### src/inc/ppo_pkg.sv
`default_nettype none

package ppo_pkg;

	// ----------------------------------------------------------------
	// Port geometry and register reset values
	// ----------------------------------------------------------------
	localparam int   PPO_PORT_WIDTH   = 8;
	localparam logic PPO_BIT_RESET    = 1'h0;
	localparam int   PPO_SYNC_STAGES  = 2;

	// ----------------------------------------------------------------
	// Pull-up decode: {direction, output value, global off}
	// ----------------------------------------------------------------
	localparam logic [2:0] PPO_PULLUP_ON_CODE = 3'h2;

	// ----------------------------------------------------------------
	// Read-back source selection
	// ----------------------------------------------------------------
	typedef enum logic [1:0] {
		PPO_RD_HOLD = 2'h0,
		PPO_RD_OUT  = 2'h1,
		PPO_RD_PIN  = 2'h2,
		PPO_RD_DIR  = 2'h3
	} ppo_rdsel_e;

endpackage

`default_nettype wire

### src/hw/ppo_pin_sync.sv
`timescale 1ns/1ps
`default_nettype none

module ppo_pin_sync #(
	parameter int WIDTH = ppo_pkg::PPO_PORT_WIDTH
) (
	input  wire logic             clk_sys,
	input  wire logic             rst_b,
	input  wire logic [WIDTH-1:0] asyncIn,
	output var  logic [WIDTH-1:0] syncOut
);
	import ppo_pkg::*;

	// ----------------------------------------------------------------
	// Two-stage synchroniser
	// ----------------------------------------------------------------
	// The first stage feeds only the second, so a metastable value never
	// reaches any decision logic.
	logic [WIDTH-1:0] stageA;
	logic [WIDTH-1:0] next_stageA;
	logic [WIDTH-1:0] next_syncOut;

	always_comb begin
		if (!rst_b) begin
			next_stageA  = {WIDTH{PPO_BIT_RESET}};
			next_syncOut = {WIDTH{PPO_BIT_RESET}};
		end else begin
			next_stageA  = asyncIn;
			next_syncOut = stageA;
		end
	end

	always_ff @(posedge clk_sys) begin
		stageA  <= next_stageA;
		syncOut <= next_syncOut;
	end

endmodule

`default_nettype wire

### src/hw/ppo_port.sv
`timescale 1ns/1ps
`default_nettype none

module ppo_port #(
	parameter int WIDTH = ppo_pkg::PPO_PORT_WIDTH
) (
	input  wire logic             clk_sys,
	input  wire logic             rst_b,
	// Shared by every port.
	input  wire logic             sleepClamp,
	input  wire logic             globalPullupOff,
	// Shared by every pin of this port.
	input  wire logic [WIDTH-1:0] writeData,
	input  wire logic             portOutWriteStrobe,
	input  wire logic             portToggleWriteStrobe,
	input  wire logic             portDirWriteStrobe,
	input  wire logic             portOutReadStrobe,
	input  wire logic             portPinReadStrobe,
	input  wire logic             portDirReadStrobe,
	output var  logic [WIDTH-1:0] readData,
	// One of each per pin, from the peripheral owning the pin.
	input  wire logic [WIDTH-1:0] pullupOvrEn,
	input  wire logic [WIDTH-1:0] pullupOvrVal,
	input  wire logic [WIDTH-1:0] dirOvrEn,
	input  wire logic [WIDTH-1:0] dirOvrVal,
	input  wire logic [WIDTH-1:0] outvalOvrEn,
	input  wire logic [WIDTH-1:0] outvalOvrVal,
	input  wire logic [WIDTH-1:0] inputGateOvrEn,
	input  wire logic [WIDTH-1:0] inputGateOvrVal,
	input  wire logic [WIDTH-1:0] extIntEnable,
	output logic      [WIDTH-1:0] altDigitalIn,
	// Analog pass-through, both directions.
	input  wire logic [WIDTH-1:0] padAnalogIn,
	output logic      [WIDTH-1:0] altAnalogIn,
	input  wire logic [WIDTH-1:0] altAnalogOut,
	input  wire logic [WIDTH-1:0] altAnalogOe,
	output logic      [WIDTH-1:0] padAnalogOut,
	output logic      [WIDTH-1:0] padAnalogOe,
	// Digital pad.
	input  wire logic [WIDTH-1:0] padIn,
	output logic      [WIDTH-1:0] padOut,
	output logic      [WIDTH-1:0] padOe,
	output logic      [WIDTH-1:0] padPullup,
	// Register state.
	output var  logic [WIDTH-1:0] pinDirectionBit,
	output var  logic [WIDTH-1:0] pinOutputValueBit,
	output logic      [WIDTH-1:0] pinInputSampleBit
);
	import ppo_pkg::*;

	// ----------------------------------------------------------------
	// Helpers
	// ----------------------------------------------------------------
	function automatic logic [WIDTH-1:0] ovrMux(
		input logic [WIDTH-1:0] en,
		input logic [WIDTH-1:0] val,
		input logic [WIDTH-1:0] base
	);
		ovrMux = (en & val) | (~en & base);
	endfunction

	// ----------------------------------------------------------------
	// Declarations
	// ----------------------------------------------------------------
	logic [WIDTH-1:0] next_pinDirectionBit;
	logic [WIDTH-1:0] next_pinOutputValueBit;
	logic [WIDTH-1:0] next_readData;
	logic [WIDTH-1:0] regPullup;
	logic [WIDTH-1:0] driverEn;
	logic [WIDTH-1:0] drivenVal;
	logic [WIDTH-1:0] normalGate;
	logic [WIDTH-1:0] inputGate;
	ppo_rdsel_e       readSel;

	// ----------------------------------------------------------------
	// Direction and output value registers
	// ----------------------------------------------------------------
	// A toggle written in the same cycle as a plain write acts on the
	// freshly written value, so software sees both take effect.
	always_comb begin
		next_pinDirectionBit   = pinDirectionBit;
		next_pinOutputValueBit = pinOutputValueBit;
		if (!rst_b) begin
			next_pinDirectionBit   = {WIDTH{PPO_BIT_RESET}};
			next_pinOutputValueBit = {WIDTH{PPO_BIT_RESET}};
		end else begin
			if (portDirWriteStrobe) begin
				next_pinDirectionBit = writeData;
			end
			if (portOutWriteStrobe) begin
				next_pinOutputValueBit = writeData;
			end
			if (portToggleWriteStrobe) begin
				next_pinOutputValueBit = next_pinOutputValueBit ^ writeData;
			end
		end
	end

	always_ff @(posedge clk_sys) begin
		pinDirectionBit   <= next_pinDirectionBit;
		pinOutputValueBit <= next_pinOutputValueBit;
	end

	// ----------------------------------------------------------------
	// Read-back
	// ----------------------------------------------------------------
	// The pin sample wins over the other two if strobes ever collide.
	always_comb begin
		if (portPinReadStrobe) begin
			readSel = PPO_RD_PIN;
		end else if (portOutReadStrobe) begin
			readSel = PPO_RD_OUT;
		end else if (portDirReadStrobe) begin
			readSel = PPO_RD_DIR;
		end else begin
			readSel = PPO_RD_HOLD;
		end
		unique case (readSel)
			PPO_RD_HOLD: next_readData = readData;
			PPO_RD_OUT:  next_readData = pinOutputValueBit;
			PPO_RD_PIN:  next_readData = pinInputSampleBit;
			PPO_RD_DIR:  next_readData = pinDirectionBit;
		endcase
		if (!rst_b) begin
			next_readData = {WIDTH{PPO_BIT_RESET}};
		end
	end

	always_ff @(posedge clk_sys) begin
		readData <= next_readData;
	end

	// ----------------------------------------------------------------
	// Output driver and pull-up
	// ----------------------------------------------------------------
	// The pad path is combinational so that reset can float the pins
	// even with the clock stopped; a registered enable would wait for
	// an edge.
	always_comb begin
		driverEn  = ovrMux(dirOvrEn, dirOvrVal, pinDirectionBit);
		drivenVal = ovrMux(outvalOvrEn, outvalOvrVal, pinOutputValueBit);
		for (int i = 0; i < WIDTH; i++) begin
			regPullup[i] = ({pinDirectionBit[i], pinOutputValueBit[i], globalPullupOff}
				== PPO_PULLUP_ON_CODE);
		end
	end

	// Value override only matters where the overridden direction drives.
	assign padOe     = driverEn & {WIDTH{rst_b}};
	assign padOut    = drivenVal & padOe;
	assign padPullup = ovrMux(pullupOvrEn, pullupOvrVal, regPullup)
		& {WIDTH{rst_b}};

	// ----------------------------------------------------------------
	// Digital input path
	// ----------------------------------------------------------------
	// The clamp is shared by all ports; an enabled external interrupt
	// keeps its own pin live, unless the pin's input gate override is enabled, so it can still wake the device.
	assign normalGate   = {WIDTH{~sleepClamp}} | extIntEnable;
	assign inputGate    = ovrMux(inputGateOvrEn, inputGateOvrVal, normalGate);
	assign altDigitalIn = padIn & inputGate;

	ppo_pin_sync #(
		.WIDTH (WIDTH)
	) u_sync (
		.clk_sys (clk_sys),
		.rst_b   (rst_b),
		.asyncIn (altDigitalIn),
		.syncOut (pinInputSampleBit)
	);

	// ----------------------------------------------------------------
	// Analog pass-through
	// ----------------------------------------------------------------
	// No gating here: the analog path must work while the digital input
	// is clamped.
	assign altAnalogIn  = padAnalogIn;
	assign padAnalogOut = altAnalogOut;
	assign padAnalogOe  = altAnalogOe;

	// ----------------------------------------------------------------
	// Checks
	// ----------------------------------------------------------------
	chk_clamp_ground: assert property (@(posedge clk_sys) disable iff (!rst_b)
		sleepClamp |-> (altDigitalIn & ~inputGateOvrEn & ~extIntEnable) == '0)
		else $error("Clamped input not grounded.");

	chk_int_unclamp: assert property (@(posedge clk_sys) disable iff (!rst_b)
		(altDigitalIn & extIntEnable & ~inputGateOvrEn)
			== (padIn & extIntEnable & ~inputGateOvrEn))
		else $error("Interrupt pin still clamped.");

	chk_resume_edge: assert property (@(posedge clk_sys) disable iff (!rst_b)
		$fell(sleepClamp) |-> ((altDigitalIn & ~$past(altDigitalIn))
			& padIn & $past(padIn) & ~inputGateOvrEn & ~extIntEnable)
			== (padIn & $past(padIn) & ~inputGateOvrEn & ~extIntEnable))
		else $error("No edge on clamp release.");

	chk_reset_float: assert property (@(posedge clk_sys)
		!rst_b |-> (padOe == '0) && (padPullup == '0))
		else $error("Pin driven or pulled in reset.");

	chk_reset_now: assert property (@(posedge clk_sys)
		$fell(rst_b) |-> padOe == '0)
		else $error("Pins not floated at reset.");

	chk_pullup_off: assert property (@(posedge clk_sys) disable iff (!rst_b)
		globalPullupOff |-> (padPullup & ~pullupOvrEn) == '0)
		else $error("Pull-up on while globally off.");

	chk_pullup_ovr: assert property (@(posedge clk_sys) disable iff (!rst_b)
		(padPullup & pullupOvrEn) == (pullupOvrVal & pullupOvrEn))
		else $error("Pull-up ignores override.");

	chk_dir_write: assert property (@(posedge clk_sys) disable iff (!rst_b)
		portDirWriteStrobe ##1 rst_b |->
			(padOe & ~dirOvrEn) == ($past(writeData) & ~dirOvrEn))
		else $error("Driver enable misses direction write.");

	chk_dir_ovr: assert property (@(posedge clk_sys) disable iff (!rst_b)
		(padOe & dirOvrEn) == (dirOvrVal & dirOvrEn))
		else $error("Driver enable ignores override.");

	chk_toggle_out: assert property (@(posedge clk_sys) disable iff (!rst_b)
		portToggleWriteStrobe && !portOutWriteStrobe ##1 rst_b |->
			pinOutputValueBit == ($past(pinOutputValueBit) ^ $past(writeData)))
		else $error("Toggle write wrong.");

	chk_outval_ovr: assert property (@(posedge clk_sys) disable iff (!rst_b)
		(padOut & padOe) == (padOe & ((outvalOvrEn & outvalOvrVal)
			| (~outvalOvrEn & pinOutputValueBit))))
		else $error("Driven value wrong.");

	chk_gate_ovr: assert property (@(posedge clk_sys) disable iff (!rst_b)
		(altDigitalIn & inputGateOvrEn) == (padIn & inputGateOvrEn & inputGateOvrVal))
		else $error("Input gate override ignored.");

	chk_sync_delay: assert property (@(posedge clk_sys) disable iff (!rst_b)
		rst_b [*3] |-> pinInputSampleBit == $past(altDigitalIn, 2))
		else $error("Sample not two cycles behind.");

	chk_analog_pass: assert property (@(posedge clk_sys)
		(altAnalogIn == padAnalogIn) && (padAnalogOe == altAnalogOe)
			&& (padAnalogOut == altAnalogOut))
		else $error("Analog path gated.");

	// ----------------------------------------------------------------
	// Further checks
	// ----------------------------------------------------------------
	// These restate each rule from the pins alone, so a slip in the shared
	// helper function cannot hide behind an identical expectation.
	chk_pullup_code: assert property (@(posedge clk_sys) disable iff (!rst_b)
		(padPullup & ~pullupOvrEn) == (~pinDirectionBit & pinOutputValueBit
			& {WIDTH{~globalPullupOff}} & ~pullupOvrEn))
		else $error("Pull-up decode wrong.");

	chk_dir_bit_one: assert property (@(posedge clk_sys) disable iff (!rst_b)
		(padOe & ~dirOvrEn) == (pinDirectionBit & ~dirOvrEn))
		else $error("Direction bit not honoured.");

	chk_undriven_low: assert property (@(posedge clk_sys) disable iff (!rst_b)
		(padOut & ~padOe) == '0)
		else $error("Value shown on undriven pin.");

	chk_gate_default: assert property (@(posedge clk_sys) disable iff (!rst_b)
		(altDigitalIn & ~inputGateOvrEn & ~extIntEnable)
			== (padIn & {WIDTH{~sleepClamp}} & ~inputGateOvrEn & ~extIntEnable))
		else $error("Default input gate wrong.");

	chk_out_write: assert property (@(posedge clk_sys) disable iff (!rst_b)
		portOutWriteStrobe && !portToggleWriteStrobe ##1 rst_b |->
			pinOutputValueBit == $past(writeData))
		else $error("Output value write lost.");

	chk_read_pin: assert property (@(posedge clk_sys) disable iff (!rst_b)
		portPinReadStrobe ##1 rst_b |-> readData == $past(pinInputSampleBit))
		else $error("Pin read returns wrong sample.");

	chk_read_hold: assert property (@(posedge clk_sys) disable iff (!rst_b)
		!portPinReadStrobe && !portOutReadStrobe && !portDirReadStrobe ##1 rst_b
			|-> $stable(readData))
		else $error("Read data changed without a strobe.");

endmodule

`default_nettype wire

### config.mk
export PLATFORM = sky130hd
export DESIGN_NAME = ppo_port
export DESIGN_NICKNAME = d
export VERILOG_FILES = /design/src/inc/ppo_pkg.sv /design/src/hw/ppo_pin_sync.sv /design/src/hw/ppo_port.sv
export SDC_FILE = /design/constraint.sdc
export NUM_CORES = 1
export LEC_CHECK = 0
export ABC_AREA = 0
export CORE_AREA = 4 4 79 81
export DETAILED_ROUTE_END_ITERATION = 8
export DIE_AREA = 0 0 83 85
export DONT_BUFFER_PORTS = 1
export HOLD_SLACK_MARGIN = 0.02
export PLACE_DENSITY = 0.6
export RECOVER_POWER = 100
export SLEW_MARGIN = 25
export SYNTH_ARGS = -nofsm -noshare
export SYNTH_HDL_FRONTEND = slang
export SYNTH_HIERARCHICAL = 1
export SYNTH_SLANG_ARGS = --single-unit
### constraint.sdc
create_clock -name clk_sys -period 1.3 [get_ports clk_sys]
set_input_delay 0.13 -clock clk_sys [delete_from_list [all_inputs] [get_ports clk_sys]]
set_output_delay 0.13 -clock clk_sys [all_outputs]
set_load 0.05 [all_outputs]
### Word-level counts from Yosys, hierarchy flattened

Cells that the tools add are included.

| storage, ports and cells | value |
|---|---|
| bits in registers | 40 |
| bits of input ports | 122 |
| logic and storage cells | 47 |

| cells by class | value |
|---|---|
| eq/ne operators | 11 |
| muxes and demuxes | 7 |
| bitwise gates (word level) | 23 |
| reduce and logical (&&, ||, !) cells | 1 |

Operator list:

| kind | number |
|---|---|
| $and 8x8->8 | 12 |
| $or 8x8->8 | 5 |
| $not 8->8 | 4 |
| $eq 3x2->1 const B | 8 |
| $mux 8 | 3 |
| $pmux 8 s3 | 1 |
| $xor 8x8->8 | 1 |
| $mux 2 | 3 |
| $eq 2x2->1 const B | 2 |
| $eq 2x1->1 const B | 1 |
| $logic_not 2->1 | 1 |
| $not 1->1 | 1 |

### Logic depth before layout (Yosys ltp)

Gate-level depths: netlist (run 1).

| logic depth | value |
|---|---|
| word-level depth | 5 |
| mapped depth | 4 |

### Modules after synthesis

Netlist (run 1), hierarchy kept.

Modules (own cells, without submodules):

| module | instances | cells each | area each (um^2) | sequential area each (um^2) |
|---|---|---|---|---|
| ppo_port | 1 | 228 | 1910.6 | 480.5 |
| ppo_pin_sync | 1 | 33 | 446.7 | 320.3 |

### Least setup slack after synthesis (run 1)

OpenSTA, ideal clock, no wires.

| path | value |
|---|---|
| path kind | register -> output |
| from | reg pinDirectionBit[0] |
| to | out padOut[0] |
| data arrival time | 2.352 ns |
| path slack | -1.182 ns |
| stages on the path, launching flop included | 4 |
| cells stage by stage | dfxtp_1 -> mux2i_1 -> nor2b_1 -> nor2b_1 |

| on the way | value |
|---|---|
| word-level cells in the longest chain between the ends | 4 |

RTL lines:

| element | line | source |
|---|---|---|
| start, declared | ppo_port.sv:45 | `output var logic [WIDTH-1:0] pinDirectionBit,` |
| start signal, assigned | ppo_port.sv:100 | `pinDirectionBit <= next_pinDirectionBit;` |
| $and 8x8->8 | ppo_port.sv:59 | `ovrMux = (en & val) \| (~en & base);` |
| $or 8x8->8 | ppo_port.sv:59 |  |
| $and 8x8->8 | ppo_port.sv:149 | `assign padOe = driverEn & {WIDTH{rst_b}};` |
| net padOe[0] | ppo_port.sv:42 | `output logic [WIDTH-1:0] padOe,` |
| $and 8x8->8 | ppo_port.sv:150 | `assign padOut = drivenVal & padOe;` |
| end, declared | ppo_port.sv:41 | `output logic [WIDTH-1:0] padOut,` |

The timed path passes the listed nets, and every way through them passes these cells.

### Worst setup path after layout (run 1)

| path | value |
|---|---|
| from | reg pinDirectionBit[3] |
| to | out padPullup[3] |

| on the way | value |
|---|---|
| word-level cells in the longest chain between the ends | 4 |

RTL lines:

| element | line | source |
|---|---|---|
| $eq 3x2->1 | ppo_port.sv:144 | `== PPO_PULLUP_ON_CODE);` |
| $and 8x8->8 | ppo_port.sv:59 |  |
| $or 8x8->8 | ppo_port.sv:59 |  |
| $and 8x8->8 | ppo_port.sv:152 | `& {WIDTH{rst_b}};` |
| end, declared | ppo_port.sv:43 | `output logic [WIDTH-1:0] padPullup,` |

No other way between the ends.

==> results.py, run 1 <==
metrics = {
    "logic_synthesis": {
        "yosys.area.top_type_share": 0.340,
        "synth.avg_cell_area_um2": 9.03,
        "synthCells": 261,
        "syn_nets": 383,
        "synth_warnings": 6,
        "yosysSeqAreaShare": 0.340,
        "synthMuxAreaShare": 0.140,
        "synth-adder-area-share": 0,
        "synth.area.top_cells": "dfxtp_1 (34%), mux2i_1 (11%), nor2b_1 (8.5%), buf_4 (8.3%), o221ai_2 (5.1%)",
        "syn_area_um2": 2360,
        "yosysTopAreaCell": "dfxtp_1",
        "synth_compound_gate_area_share": 0.189,
        "synth-simple-area-share": 0.192,
        "synthXorXnorAreaFrac": 0,
        "ys_ff_latch": 40,
        "synth_top_family_by_area": "simple AND/OR/NAND/NOR gates",
        "yosysUniqueCellTypes": 24,
    },
    "timing": {
        "period_share": 1.06,
        "hold_viol_final": 0,
        "fmax_mhz": 726,
        "fin_tns_setup_ns": -0.571,
        "timing.final.ws_setup_ns": -0.0768,
        "skew_ns": 0.00461,
        "tightest_slew_ns": 0.603,
        "finalMaxSlewViolations": 0,
        "rsz0062_at_grt": "true",
        "setup_viol": 11,
        "finalCriticalPeriod_ns": 1.38,
        "relSlewSlack": 0.600,
    },
    "placed_design": {
        "place_congestion": 0.716,
        "place_hpwl_mm": 5.30,
        "post-place-cells": 363,
        "dp_slack_ns": 0.0812,
        "io_buffers": 0,
    },
    "layout": {
        "n_antenna_cell": 0,
        "fin_nets": 440,
        "seqCellArea_um2": 851,
        "multi_input_comb_area_um2": 1730,
        "fin_cells": 390,
        "drive_gt1_frac": 0.538,
        "utilization": 0.667,
        "area_growth_pct": 54.8,
        "final_common_cell": "clkbuf_2",
        "nFillCells": 455,
        "final_cell_mix": "clkbuf_2 (27), dfxtp_1 (26), nor2b_4 (24), inv_1 (19), buf_12 (18)",
    },
    "power_and_ir_drop": {
        "p_total_mw": 3.48,
        "powerDensity_nw_per_um2": 955,
        "ir_drop_uv": 667,
        "p_leak_nw": 1.44,
    },
    "worst_setup_path": {
        "path_buf_inv": 1,
        "cp-start-kind": "flop",
        "critPathMaxStageDelay_ns": 0.37,
        "crit_family": "flip-flops",
        "crit_type": "flop to output pin",
        "crit_slowest_cell": "dfxtp_4",
        "worstPathArrival_ns": 1.25,
        "critical_path.cell_chain": "nor4b_4 > a21oi_2 > nor2b_4 > buf_12",
        "critPathRequiredTime_ns": 1.17,
        "critPathMaxFanout": 4,
        "end_kind": "output pin",
    },
    "route": {
        "vias": 2178,
        "wl_per_cell_um": 19.6,
        "drtAntennaViolNets": 0,
        "first_pass_iters": 4,
        "drc": 0,
        "vias_per_cell": 5.58,
        "routed_wl_mm": 7.64,
        "drtIter0Drc": 42,
    },
    "clocking": {
        "clkLatencyLatePin_ns": 0.29,
        "cts_root_buf": "clkbuf_8",
        "cts_buffers": 5,
        "path_clk_slew_ns": 0.07,
        "cts.sinks": 40,
        "cts-htree-levels": 2,
        "cts_tree": "done",
        "clockBufferDepth": 2,
    },
    "global_routing": {
        "grt_usage": 0.210,
        "grt_pass1_vias": 2302,
        "grt_max_degree": 41,
        "overflow": 0,
        "antenna_found_initial": 0,
        "grt_pass1_wl_mm": 11.9,
    },
    "hold_path": {
        "worst_hold_path_type": "input pin to flop",
    },
    "die": {
        "io_pins": 210,
        "dieArea_um2": 7060,
        "row_count": 27,
        "fp.dieH_um": 85,
        "die_w_um": 83,
        "core_um2": 5470,
        "initial_core_util": 0.431,
    },
    "outcome": {
        "violations": "setup timing",
        "status": "complete, but fails checks",
    },
    "flow_run": {
        "maxCapViolations": 0,
    },
}
-- state kept, by name, indices dropped and copies added (netlist names) --
name	flops
pinDirectionBit	8
pinOutputValueBit	8
u_sync/syncOut	8
u_sync/stageA	8
readData	8
-- final timing paths --
| path | start | to | slack (ns) | depth (start not counted) |
|---|---|---|---|---|
| min reg2reg | u_sync/stageA[4] | u_sync/syncOut[4] | 0.43 | 1 |
| max reg2reg | pinOutputValueBit[5] | pinOutputValueBit[5] | 0.19 | 5 |
| max | pinDirectionBit[3] | padPullup[3] | -0.08 | 4 |
| min | portDirWriteStrobe | pinDirectionBit[3] | 0.03 | 2 |
-- synth_stat cells, drive strengths merged --
cell,n
a21oi,17
a31oi,8
and2,16
buf,33
clkbuf,4
dfxtp,40
inv,19
mux2,7
mux2i,25
nand2,8
nand2b,2
nand3,1
nor2b,32
nor3b,1
nor4b,8
o2111ai,7
o21ai,16
o221ai,8
o22ai,8
or3,1
-- stage by stage --
step,area (µm²),hold slack [ns]
floorplan,2690,0.262
global placement,3220,0.258
detailed placement,3220,0.261
CTS,3740,0.0213
global route,3650,0.0339
finish,3650,0.0255
-- kinds of logic (layout without fill, tap and decap cells) --
group | count (synthesis) | count (layout)
buffers and inverters | 56 | 113
AND/OR/NAND/NOR | 69 | 69
AO/OA/AOI/OAI | 64 | 64
multiplexers | 32 | 32
flip-flops | 40 | 40
-- layout make-up --
| type | count | area share |
|---|---|---|
| flip-flops and latches | 40 | 0.233 |
| well taps | 72 | 0.0247 |
| clock buffers | 7 | 0.0326 |
| repair buffers | 87 | 0.215 |
| multi-input cells | 165 | 0.475 |
| inverters | 19 | 0.0195 |
-- worst register-to-register path: cells and delay by family (launching register included) --
kind                   cells  cell delay [ns]
flip-flops                 1             0.34
buffers and inverters      2             0.28
AO/OA/AOI/OAI              2             0.21
AND/OR/NAND/NOR            1             0.20
-- report_power, final --
group          total (mW)  internal [mW]  switching [mW]
clock                1.03          0.601           0.427
sequential           1.35           1.29          0.0647
combinational        1.11          0.453           0.652
-- metal layers --
layer | up-vias | share of wire | track usage
met2 | 111 | 0.54 | 0.401
met1 | 1027 | 0.34 | 0.202
met5 | - | 0 | 0
met4 | 0 | 0.029 | 0.0758
li1 | 1015 | - | -
met3 | 25 | 0.091 | 0.0825
-- repair_timing --
item,in CTS,in global routing
hold buffers,10,0
pin swaps,8,0
setup buffers,8,2
endpoints found under the hold margin,40,0
setup endpoints to repair,13,16
gates resized for setup,41,2
Power figures use the tool's default switching activity.
==> run 2: changes to the inputs <==
CTS_BUF_LIST = sky130_fd_sc_hd__clkbuf_8   (was unset)
==> run 2 against run 1 <==
  * The run still ends with setup timing left
  * Cell area grew 0.55%
  * Fmax is essentially flat
  * Core utilization grew 0.37 points
  * Total power grew 4.2%
  * Sequential cell count is the same
  * Critical path type unchanged
  * Non-clock buffer count grew 1
  * Cell count grew 0.26%
==> results.py, run 2 (synthesized netlist as in run 1, its figures left out) <==
metrics = {
    "global_routing": {
        "grt_pass1_wl_mm": 12.0,
        "antenna_found_initial": 0,
        "grt_pass1_vias": 2311,
        "grt_usage": 0.212,
        "overflow": 0,
        "grt_max_degree": 40,
    },
    "placed_design": {
        "dp_slack_ns": 0.0812,
        "place_area_um2": 3220,
        "place_congestion": 0.716,
        "place_hpwl_mm": 5.30,
        "io_buffers": 0,
    },
    "worst_setup_path": {
        "cp-start-kind": "flop",
        "reg2reg_setup_slack_ns": 0.19,
        "end_kind": "output pin",
        "path_buf_inv": 1,
        "reg2reg_from": "pinOutputValueBit[5]",
        "crit_path_start": "pinDirectionBit[3]",
        "critPathMaxStageDelay_ns": 0.37,
        "critPathRequiredTime_ns": 1.17,
        "crit_type": "flop to output pin",
        "critPathMaxFanout": 4,
        "critical_path.cell_chain": "nor4b_4 > a21oi_2 > nor2b_4 > buf_12",
        "worstPathArrival_ns": 1.25,
        "crit_family": "flip-flops",
        "crit_slowest_cell": "dfxtp_4",
    },
    "die": {
        "initial_core_util": 0.431,
        "io_pins": 210,
        "dieArea_um2": 7060,
        "core_um2": 5470,
        "die_w_um": 83,
        "row_count": 27,
        "fp.dieH_um": 85,
    },
    "clocking": {
        "cts.sinks": 40,
        "path_clk_slew_ns": 0.07,
        "cts_root_buf": "clkbuf_8",
        "clockBufferDepth": 2,
        "clkLatencyLatePin_ns": 0.29,
        "cts_buffers": 5,
        "cts_tree": "done",
        "cts-htree-levels": 2,
    },
    "power_and_ir_drop": {
        "seq_power_share": 0.372,
        "swShare": 0.312,
        "ir_drop_uv": 685,
        "clkPwrFrac": 0.323,
        "pwr-share-comb": 0.305,
        "p_leak_nw": 1.44,
        "switchingPower_mw": 1.13,
        "powerDensity_nw_per_um2": 989,
        "intPower_mw": 2.50,
    },
    "timing": {
        "fmax_mhz": 727,
        "relSlewSlack": 0.600,
        "skew_ns": 0.00473,
        "timing.final.ws_setup_ns": -0.0764,
        "finalCriticalPeriod_ns": 1.38,
        "rsz0062_at_grt": "true",
        "finalMaxSlewViolations": 0,
        "setup_viol": 11,
        "hold_viol_final": 0,
        "fin_tns_setup_ns": -0.540,
        "tightest_slew_ns": 0.603,
        "period_share": 1.06,
    },
    "route": {
        "vias_per_cell": 5.56,
        "wl_per_cell_um": 19.6,
        "routed_wl_mm": 7.66,
        "drc": 0,
        "first_pass_iters": 4,
        "drtAntennaViolNets": 0,
        "vias": 2173,
        "drtIter0Drc": 39,
    },
    "layout": {
        "fin_nets": 441,
        "multi_input_comb_area_um2": 1730,
        "nFillCells": 451,
        "seqCellArea_um2": 851,
        "final_common_cell": "clkbuf_2",
        "drive_gt1_frac": 0.536,
        "area_growth_pct": 55.7,
        "design_area_um2": 3670,
        "n_antenna_cell": 0,
        "final_cell_mix": "clkbuf_2 (27), dfxtp_1 (26), nor2b_4 (24), inv_1 (19), buf_12 (18)",
    },
    "hold_path": {
        "hold_start": "writeData[7]",
        "worst_hold_path_type": "input pin to flop",
    },
    "outcome": {
        "violations": "setup timing",
        "status": "complete, but fails checks",
    },
    "flow_run": {
        "maxCapViolations": 0,
    },
}
==> run 2: cell type report <==
cell class                      count  area share
Clock buffer                        5      0.0188
Clock inverter                      2      0.0164
Inverter                           19      0.0194
Multi-Input combinational cell    165       0.472
Sequential cell                    40       0.232
Tap cell                           72      0.0245
Timing Repair Buffer               88       0.217
==> run 2: power by group through the flow <==
stage | Sequential (mW) | Combinational (mW) | Clock, mW
final | 1.35 | 1.11 | 1.17
after global placement | 1.38 | 1.02 | 0
after detailed placement | 1.38 | 1.03 | 0
after CTS | 1.35 | 1.15 | 1.21
after floorplan | 1.58 | 0.787 | 0
after global routing | 1.36 | 1.17 | 1.26
==> run 2: worst register-to-register path, delay by kind of cell, from the launching register on <==
family / cells / cell delay [ns]
flip-flops: 1 / 0.34
AND/OR/NAND/NOR: 1 / 0.21
buffers and inverters: 2 / 0.28
AO/OA/AOI/OAI: 2 / 0.21
==> run 2: metrics by stage <==
stage          total power [mW]   util  cells  hold WS, ns
4_1_cts                    3.71  0.687    389       0.0211
5_1_grt                    3.78  0.671    391       0.0342
2_1_floorplan              2.36      -    261        0.262
3_3_place_gp               2.40  0.589    363        0.258
3_5_place_dp               2.41  0.589    363        0.261
6_report                   3.63  0.671    391       0.0185
==> run 2: routing by layer <==
layer	global-route usage	vias up	wire length, µm
met5	0	-	0
met3	0.0806	27	711
met4	0.0758	0	233
met1	0.207	1017	2620
li1	-	1018	-
met2	0.405	111	4090
==> run 2: final timing paths <==
| kind | endpoint | depth (start not counted) |
|---|---|---|
| setup / recovery | padPullup[3] | 4 |
| hold / removal | pinDirectionBit[7] | 2 |
| setup reg to reg | pinOutputValueBit[5] | 5 |
| hold reg to reg | u_sync/syncOut[4] | 1 |
==> run 2: what timing repair did <==
item                                   CTS  global route
endpoints found under the hold margin   40             0
pin swaps                                8             0
setup endpoints to repair               13            16
setup buffers                            8             2
hold buffers                            11             0
gates resized for setup                 41             2
